===== config.mk =====
export PLATFORM = sky130hd
export DESIGN_NAME = eeprom_host
export DESIGN_NICKNAME = d
export VERILOG_FILES = /design/src/logic/eeprom_host_pkg.sv /design/src/logic/eeprom_host.sv /design/src/logic/strobe_timer.sv
export VERILOG_INCLUDE_DIRS = /design/src /design/src/logic
export SDC_FILE = /design/constraint.sdc
export NUM_CORES = 1
export LEC_CHECK = 0
export ABC_AREA = 0
export BUFFER_PORTS_ARGS = -buffer_cell sky130_fd_sc_hd__buf_2
export CORE_ASPECT_RATIO = 0.6
export CORE_MARGIN = 2
export CORE_UTILIZATION = 59
export DETAILED_ROUTE_END_ITERATION = 10
export PLACE_DENSITY = 0.8
export SYNTH_ARGS = -nofsm -noshare
export SYNTH_HDL_FRONTEND = slang
export SYNTH_SLANG_ARGS = --single-unit

===== constraint.sdc =====
create_clock -name clk -period 7 [get_ports clk]
set_input_delay 1.4 -clock clk [delete_from_list [all_inputs] [get_ports clk]]
set_output_delay 1.4 -clock clk [all_outputs]
set_load 0.005 [all_outputs]

===== src/logic/eeprom_host_defs.svh =====
// timing counts, command defaults and field positions for the eeprom host controller
`ifndef EEPROM_HOST_DEFS_SVH
`define EEPROM_HOST_DEFS_SVH
`define CLK_MHZ            50
`define STROBE_NS          60
`define STROBE_CYC         ((`STROBE_NS * `CLK_MHZ + 999) / 1000)
`define BYTE_LOAD_US       100
`define LOAD_GAP_US        20
`define LOAD_GAP_CYC       (`LOAD_GAP_US * `CLK_MHZ)
`define PROGRAM_TIME_MS    5
`define PROGRAM_TIME_CYC   (`PROGRAM_TIME_MS * 1000 * `CLK_MHZ)
`define PAGE_BYTES         64
`define PAGE_LSB           6
`define COMPLEMENT_BIT     7
`define ALTERNATING_BIT    6
`define ARM_ADDR0          13'h1555
`define ARM_ADDR1          13'h0AAA
`define ARM_ADDR2          13'h1555
`define ARM_DATA0          8'hAA
`define ARM_DATA1          8'h55
`define ARM_DATA2          8'hA0
`define DISARM_DATA2       8'h80
`define DISARM_DATA5       8'h20
`endif


===== src/logic/eeprom_host_pkg.sv =====
// types for the eeprom host controller
package eeprom_host_pkg;
  typedef enum logic [1:0] {
    cmd_read  = 2'h0,
    cmd_plain = 2'h1,
    cmd_prot  = 2'h2,
    cmd_unprot = 2'h3
  } cmd_t;
  typedef enum logic [7:0] {
    st_idle  = 8'h01,
    st_setup = 8'h02,
    st_strb  = 8'h04,
    st_gap   = 8'h08,
    st_rd    = 8'h10,
    st_rdgap = 8'h20,
    st_poll  = 8'h40,
    st_done  = 8'h80
  } state_t;
endpackage


===== src/logic/eeprom_host.sv =====
// host controller driving a parallel eeprom with software data protection
// Contract
// - host precedes protected data with three fixed command writes
// - host disarms with a six-step deactivation sequence
// - host issues command sequences without interleaved accesses
// - chip select driven low by the sequencer for each access, oe and we shared
// - host keeps page address bits fixed within one page load
`timescale 1ns/1ns
`default_nettype none
`include "eeprom_host_defs.svh"
module eeprom_host
  import eeprom_host_pkg::*;
#(
  parameter int AW       = 13,
  parameter int PAGE_MAX = `PAGE_BYTES,
  parameter int PROG_CYC = `PROGRAM_TIME_CYC,
  parameter int GAP_CYC  = `LOAD_GAP_CYC,
  parameter logic [AW-1:0] ARM_A0 = `ARM_ADDR0,
  parameter logic [AW-1:0] ARM_A1 = `ARM_ADDR1,
  parameter logic [AW-1:0] ARM_A2 = `ARM_ADDR2,
  parameter logic [7:0]    ARM_D0 = `ARM_DATA0,
  parameter logic [7:0]    ARM_D1 = `ARM_DATA1,
  parameter logic [7:0]    ARM_D2 = `ARM_DATA2,
  parameter logic [7:0]    DIS_D2 = `DISARM_DATA2,
  parameter logic [7:0]    DIS_D5 = `DISARM_DATA5
) (
  input  wire logic          clk,
  input  wire logic          resetn,
  input  wire logic          req_valid,
  input  wire cmd_t          req_cmd,
  input  wire logic [AW-1:0] req_addr,
  input  wire logic [6:0]    req_len,
  output logic               req_ready,
  input  wire logic          wr_valid,
  input  wire logic [7:0]    wr_data,
  output logic               wr_ready,
  output logic               rd_valid,
  output logic [7:0]         rd_data,
  output logic               done,
  output logic               timeout,
  output logic [AW-1:0]      mem_addr,
  output logic               mem_ce_n,
  output logic               mem_oe_n,
  output logic               mem_we_n,
  output logic [7:0]         mem_dq_o,
  output logic               mem_dq_oe,
  input  wire logic [7:0]    mem_dq_i
);
  localparam int TW = 24;
  localparam int STB = (`STROBE_CYC < 1) ? 1 : `STROBE_CYC;

  state_t        state_r;
  cmd_t          cmd_r;
  logic [2:0]    step_r;
  logic [2:0]    nsteps_r;
  logic [6:0]    left_r;
  logic [AW-1:0] base_r;
  logic [7:0]    last_r;
  logic [7:0]    prev_r;
  logic          prev_ok_r;
  logic [TW-1:0] prog_r;
  logic [7:0]    dq_s1_r;
  logic [7:0]    dq_s2_r;
  logic          tload;
  logic [TW-1:0] tcount;
  logic          texp;

  strobe_timer #(.W(TW)) u_timer (
    .clk     (clk),
    .resetn  (resetn),
    .load    (tload),
    .count   (tcount),
    .expired (texp)
  );

  // ----------------------------------------
  // pin synchroniser
  // ----------------------------------------
  always_ff @(posedge clk or negedge resetn) begin
    if (!resetn) begin
      dq_s1_r <= 8'h00;
      dq_s2_r <= 8'h00;
    end else begin
      dq_s1_r <= mem_dq_i;
      dq_s2_r <= dq_s1_r;
    end
  end

  // ----------------------------------------
  // command step table
  // ----------------------------------------
  logic          in_cmd;
  logic [AW-1:0] step_addr;
  logic [7:0]    step_data;
  // deactivation: aa,55,80,aa,55,20 at a0,a1,a2,a0,a1,a2
  always_comb begin
    in_cmd    = (step_r < nsteps_r);
    step_addr = base_r + AW'(nsteps_r - left_r[2:0]);
    step_data = wr_data;
    unique case (step_r)
      3'h0: begin step_addr = ARM_A0; step_data = ARM_D0; end
      3'h1: begin step_addr = ARM_A1; step_data = ARM_D1; end
      3'h2: begin
        step_addr = ARM_A2;
        step_data = (cmd_r == cmd_unprot) ? DIS_D2 : ARM_D2;
      end
      3'h3: begin step_addr = ARM_A0; step_data = ARM_D0; end
      3'h4: begin step_addr = ARM_A1; step_data = ARM_D1; end
      3'h5: begin step_addr = ARM_A2; step_data = DIS_D5; end
      default: begin step_addr = ARM_A0; step_data = ARM_D0; end
    endcase
  end

  // ----------------------------------------
  // sequencer
  // ----------------------------------------
  logic more;
  // the strobe has already advanced step_r or left_r, so test what remains
  assign more = in_cmd || (left_r != 7'h00);
  always_comb begin
    tload  = 1'b0;
    tcount = TW'(STB);
    if (state_r == st_setup || state_r == st_rd) begin
      tload = (prog_r == '0) ? 1'b1 : 1'b0;
      if (state_r == st_rd) tload = 1'b1;
      if (state_r == st_setup) tload = 1'b1;
    end else if (state_r == st_strb && texp) begin
      tload  = 1'b1;
      tcount = TW'(GAP_CYC);
    end
  end

  always_ff @(posedge clk or negedge resetn) begin
    if (!resetn) begin
      state_r   <= st_idle;
      cmd_r     <= cmd_read;
      step_r    <= 3'h0;
      nsteps_r  <= 3'h0;
      left_r    <= 7'h00;
      base_r    <= '0;
      last_r    <= 8'h00;
      prev_r    <= 8'h00;
      prev_ok_r <= 1'b0;
      prog_r    <= '0;
      req_ready <= 1'b0;
      wr_ready  <= 1'b0;
      rd_valid  <= 1'b0;
      rd_data   <= 8'h00;
      done      <= 1'b0;
      timeout   <= 1'b0;
      mem_addr  <= '0;
      mem_ce_n  <= 1'b1;
      mem_oe_n  <= 1'b1;
      mem_we_n  <= 1'b1;
      mem_dq_o  <= 8'h00;
      mem_dq_oe <= 1'b0;
    end else begin
      rd_valid  <= 1'b0;
      done      <= 1'b0;
      timeout   <= 1'b0;
      wr_ready  <= 1'b0;
      req_ready <= (state_r == st_idle) && !req_valid;
      if (prog_r != '0) prog_r <= prog_r - TW'(1);
      unique case (state_r)
        st_idle: if (req_valid && req_ready) begin
          req_ready <= 1'b0;
          cmd_r     <= req_cmd;
          // page confined to one 64-byte row
          base_r    <= {req_addr[AW-1:`PAGE_LSB], req_addr[`PAGE_LSB-1:0]};
          left_r    <= (req_cmd == cmd_read) ? 7'h01 :
                       (req_len == 7'h00) ? 7'h01 :
                       (req_len > 7'(PAGE_MAX)) ? 7'(PAGE_MAX) : req_len;
          step_r    <= 3'h0;
          // three arming writes, six to disarm, none for plain
          nsteps_r  <= (req_cmd == cmd_prot) ? 3'h3 :
                       (req_cmd == cmd_unprot) ? 3'h6 : 3'h0;
          if (req_cmd == cmd_unprot) left_r <= 7'h00;
          state_r   <= (req_cmd == cmd_read) ? st_rd : st_setup;
          mem_addr  <= req_addr;
        end
        st_setup: begin
          // strobes kept inactive until data is in hand
          if (in_cmd || wr_valid) begin
            mem_addr  <= in_cmd ? step_addr
                         : {base_r[AW-1:`PAGE_LSB], base_r[`PAGE_LSB-1:0]};
            mem_dq_o  <= in_cmd ? step_data : wr_data;
            if (!in_cmd) last_r <= wr_data;
            if (!in_cmd) wr_ready <= 1'b1;
            mem_dq_oe <= 1'b1;
            mem_oe_n  <= 1'b1;
            mem_ce_n  <= 1'b0; // select only for this access, oe and we common
            mem_we_n  <= 1'b0;
            state_r   <= st_strb;
          end
        end
        st_strb: if (texp) begin
          // select held one cycle past the write strobe so data latches on we alone
          mem_we_n <= 1'b1;
          if (in_cmd) step_r <= step_r + 3'h1;
          else begin
            left_r <= left_r - 7'h01;
            base_r <= {base_r[AW-1:`PAGE_LSB], base_r[`PAGE_LSB-1:0] + 6'h01};
          end
          state_r <= st_gap;
        end
        st_gap: begin
          mem_dq_oe <= 1'b0;
          mem_ce_n  <= 1'b1;
          // sequence issued back to back, well inside the byte load limit
          if (more) state_r <= st_setup;
          else if (texp) begin
            prog_r    <= TW'(PROG_CYC);
            prev_ok_r <= 1'b0;
            state_r   <= (cmd_r == cmd_unprot) ? st_done : st_rd;
            mem_addr  <= {base_r[AW-1:`PAGE_LSB], base_r[`PAGE_LSB-1:0] - 6'h01};
          end
        end
        st_rd: begin
          mem_ce_n <= 1'b0;
          mem_oe_n <= 1'b0;
          state_r  <= st_rdgap;
        end
        st_rdgap: if (texp) begin
          mem_ce_n <= 1'b1;
          mem_oe_n <= 1'b1;
          state_r  <= (cmd_r == cmd_read) ? st_done : st_poll;
          rd_data  <= dq_s2_r;
          rd_valid <= (cmd_r == cmd_read);
        end
        st_poll: begin
          // finished when bit six stops toggling and bit seven matches the last byte written
          prev_r    <= rd_data;
          prev_ok_r <= 1'b1;
          if (prev_ok_r
              && rd_data[`ALTERNATING_BIT] == prev_r[`ALTERNATING_BIT]
              && rd_data[`COMPLEMENT_BIT] == last_r[`COMPLEMENT_BIT]) begin
            state_r <= st_done;
          end else if (prog_r == '0) begin
            timeout <= 1'b1;
            state_r <= st_done;
          end else state_r <= st_rd;
        end
        st_done: if (cmd_r != cmd_unprot || prog_r == '0) begin
          // deactivation needs the full program time
          done    <= 1'b1;
          state_r <= st_idle;
        end
        default: state_r <= st_idle;
      endcase
    end
  end

  // ----------------------------------------
  // checks
  // ----------------------------------------
  a_no_we_oe: assert property (@(posedge clk) disable iff (!resetn)
    !mem_we_n |-> mem_oe_n && !mem_ce_n) else $error("write strobe with oe low");
  a_cmd_order: assert property (@(posedge clk) disable iff (!resetn)
    $fell(mem_we_n) && cmd_r == cmd_prot && step_r == 3'h1 |-> mem_addr == ARM_A1
    && mem_dq_o == ARM_D1) else $error("arming step wrong");
  a_dis_last: assert property (@(posedge clk) disable iff (!resetn)
    $fell(mem_we_n) && cmd_r == cmd_unprot && step_r == 3'h5 |-> mem_dq_o == DIS_D5)
    else $error("disarm step wrong");
  a_page_fixed: assert property (@(posedge clk) disable iff (!resetn)
    $fell(mem_we_n) && !in_cmd && $past(state_r) == st_setup
    |-> mem_addr[AW-1:`PAGE_LSB] == base_r[AW-1:`PAGE_LSB]) else $error("page moved");
  a_strobe_width: assert property (@(posedge clk) disable iff (!resetn)
    $fell(mem_we_n) |-> !mem_we_n [*2]) else $error("write pulse too short");
  a_data_held: assert property (@(posedge clk) disable iff (!resetn)
    !mem_we_n |=> mem_dq_oe) else $error("data released early");
  a_unprot_wait: assert property (@(posedge clk) disable iff (!resetn)
    done && cmd_r == cmd_unprot |-> prog_r == '0) else $error("disarm done early");
  a_poll_rd: assert property (@(posedge clk) disable iff (!resetn)
    !mem_oe_n |-> mem_we_n && !mem_dq_oe) else $error("read with write");
  c_prot: cover property (@(posedge clk) done && cmd_r == cmd_prot);
  c_unprot: cover property (@(posedge clk) done && cmd_r == cmd_unprot);
  c_plain: cover property (@(posedge clk) done && cmd_r == cmd_plain);
  c_timeout: cover property (@(posedge clk) timeout);
endmodule // eeprom_host
`default_nettype wire


===== src/logic/strobe_timer.sv =====
// down counter giving a one-cycle expiry pulse
`timescale 1ns/1ns
`default_nettype none
module strobe_timer #(
  parameter int W = 24
) (
  input  wire logic         clk,
  input  wire logic         resetn,
  input  wire logic         load,
  input  wire logic [W-1:0] count,
  output logic              expired
);
  logic [W-1:0] cnt_r;
  logic         run_r;
  always_ff @(posedge clk or negedge resetn) begin
    if (!resetn) begin
      cnt_r   <= '0;
      run_r   <= 1'b0;
      expired <= 1'b0;
    end else begin
      expired <= 1'b0;
      if (load) begin
        cnt_r <= count;
        run_r <= 1'b1;
      end else if (run_r) begin
        if (cnt_r <= W'(1)) begin
          run_r   <= 1'b0;
          expired <= 1'b1;
        end else begin
          cnt_r <= cnt_r - W'(1);
        end
      end
    end
  end
endmodule // strobe_timer
`default_nettype wire


==> run metrics <==
worst hold path class reg -> reg; Resized cells post-CTS 0; Port-buffer cells 79; Hold Path Depth 0; Design Area, Final approximately 8500 um2; hold endpoint dq_s2_r[3]$_DFF_PN0_; synth top area cells dfrtp_1, nand2_1, nor2_1, mux2_2, ha_1; HP Start dq_s1_r[3]$_DFF_PN0_; reg2reg end mem_addr[11]$_DFFE_PN0P_; Final ANT Viol Nets 0; R2R cell count 7; Post-synth EDFFs 0; Cell Rows 31; root buf cell clkbuf_16; largest net degree at the start of global routing between 100 and 150; placed cell count between 900 and 1000; CTS tree done; Worst EP arrival 3520 ps; crit path max fanout 13; Ports 80; Seq/Total Area, Yosys a little under 50%; max-slew violations 0; DR pass1 iterations 5; Slew headroom a little under a quarter; asr flop ratio synth 100%; via count around 6400; DP Worst Slack approximately 3700 ps; routed vias/inst approximately 6.5; final hold viol count 0; Layout area overhead 14.5%; CORE AREA about 12000 um2; Mapped Area 7410 um2; final cell count without fillers just under 1000; R2R setup slack between 3000 and 4000 ps; Seq cells post-synth between 100 and 150; reg2reg start step_r[2]$_DFFE_PN0P_; peak supply drop around 0.00026 V; Max Cap Violations 0; share of layout cells above drive strength 1 approximately a fifth; first-pass GRT wire length between 30000 and 40000 um; die width ~150 um; synth unique cells between 80 and 90; LEAKAGE about 3.8 nW; vias in the first global route just over 6000; initial antenna violation count 0; RSZ-0062 raised after global routing no; 1st-iter DRT viols 729; fin nets ~860; Yosys warning count 0; CTS H-tree depth 4; dominant cell type by area after synthesis dfrtp_1; GR Overflow Total 0; average wire per standard cell 19.4 um; Setup Buffers After CTS 0; cells after synthesis 731; crit share post-route between 40% and 50%; Syn Nets 786; Die Y between 90 and 100 um; Setup crit end kind flip-flop; Initial Utilization between 60% and 70%; Tmin final 3220 ps; Worst-path clk slew about 60 ps; WS Path Type reg -> reg; Slew @ Worst Pin between 1000 and 1500 ps; hold_ws around 350 ps; GRT Total Usage between 20% and 30%; final setup fails 0; setup_tns 0 ps; run status finished clean; ys flop type dfrtp_1; Worst Path Required 7300 ps; Setup WS post-layout between 3000 and 4000 ps; die area roughly 13000 um2; final setup skew ~13 ps; Max clock buf depth 2; clk_lat worst skew roughly 430 ps; DRC 0; Routed WL ~19000 um; total CTS buffers 17; Max Clk Rate between 0.3 and 0.4 GHz; pwr/cell area between 400 and 500 nW/um2; critical path launch point type flip-flop; DP Area 7900 um2; Routability Congestion roughly 0.9; CTS Hold Buffers Added 0; Sinks on Clock Net between 100 and 150; top cell type's share of synthesized area 47.0%; post-DP HPWL around 13000 um; Antenna Cells 0; mean post-synth cell area between 10 and 15 um2
## metrics by stage
stage,util (%),power (W)
after detailed placement,65.0,0.00295
after CTS,69.9,0.00386
after global routing,69.9,0.00414
final,69.9,0.00390
after global placement,65.0,0.00286
after floorplan,-,0.00250
## report_power, final
group	internal [W]	switching, W	total, W
logic	0.000620	0.000958	0.00158
clock network	0.000511	0.000390	0.000901
registers	0.00112	0.000301	0.00142
## layout make-up
type	count	area, um2
Clock buffer	18	439
Clock inverter	14	146
Fill cell	900	3660
Inverter	22	82.6
Multi-Input combinational cell	534	3580
Sequential cell	143	3580
Tap cell	165	206
Timing Repair Buffer	84	439
## critical path: stages, from the launching register on
cell	delay, ps
dfrtp_1	470
ha_1	340
nand2_1	90
o21ai_1	860
nand4_4	320
a221oi_2	360
buf_4	290
mux2_1	370
## state kept, by name, summed over array words and instances, names as in the netlist, 2 cells and up
register       flops
base_r            13
cmd_r              2
dq_s1_r            8
dq_s2_r            8
left_r             7
mem_addr          13
mem_dq_o           8
nsteps_r           3
prog_r            24
rd_data            8
state_r            8
step_r             3
u_timer.cnt_r     24
## logic make-up after synthesis
kind of cell             after synthesis  share of synthesized area, %
multiplexers                          25                          3.77
buffers and inverters                 54                          3.21
AND/OR/NAND/NOR                      281                          21.6
AO/OA/AOI/OAI                        183                          17.0
adder cells (fa/ha/maj)               14                          2.33
flip-flops                           143                          48.4
XOR/XNOR                              31                          3.67
## cells in the final DEF, fill, tap and decap left out, drive strengths merged, types with 6 or more instances in the layout
cell type	Yosys	routed
dfrtp	139	139
or3	21	21
a31oi	10	10
clkbuf	18	18
nor3	24	24
nand4	6	6
nor2	59	59
inv	22	29
nor4b	6	6
mux2	23	23
nand2	67	67
and3	8	8
or4	19	19
a221o	7	7
and2	8	8
a211oi	7	7
or2	9	9
nand3	17	17
ha	13	13
xnor2	16	16
a21oi	32	32
o21ai	49	49
xor2	15	15
o31ai	12	12
nor4	19	19
o211ai	11	11
buf	14	84
## cells in the mapped netlist (10+ instances only)
cell type and instances:
nand3_1 16, nand2_1 67, o31ai_1 11, a31oi_1 10, nor4_1 15, xor2_1 15, clkbuf_1 18, dfrtp_1 139
o21ai_1 19, inv_1 22, xnor2_1 16, nor3_1 21, or3_1 19, or4_1 16, mux2_2 15, ha_1 13
o21ai_0 29, a21oi_1 31, o211ai_1 11, buf_2 10, nor2_1 57
## per-layer routing
layer	track usage (%)	share of wire (%)	wire length, um	vias up
li1	-	-	-	2877
met5	0	0	0	-
met1	44.8	45	8620	3085
met3	5.66	11	2050	39
met4	9.52	1.8	348	0
met2	41.6	42	8020	358
## worst max path at each step
stage | startpoint | to | slack [ps] | cells past startpoint
6_report | step_r[2]$_DFFE_PN0P_ | mem_addr[11]$_DFFE_PN0P_ | 3780 | 7
5_1_grt | step_r[2]$_DFFE_PN0P_ | mem_addr[3]$_DFFE_PN0P_ | 3640 | 7
4_1_cts | step_r[2]$_DFFE_PN0P_ | mem_addr[11]$_DFFE_PN0P_ | 3850 | 7
3_5_place_dp | req_valid | base_r[0]$_DFFE_PN0P_ | 3680 | 6
3_3_place_gp | req_valid | base_r[0]$_DFFE_PN0P_ | 3770 | 6
2_1_floorplan | req_len[1] | left_r[0]$_DFFE_PN0P_ | 4280 | 5
(Power assumes the default switching activity.)
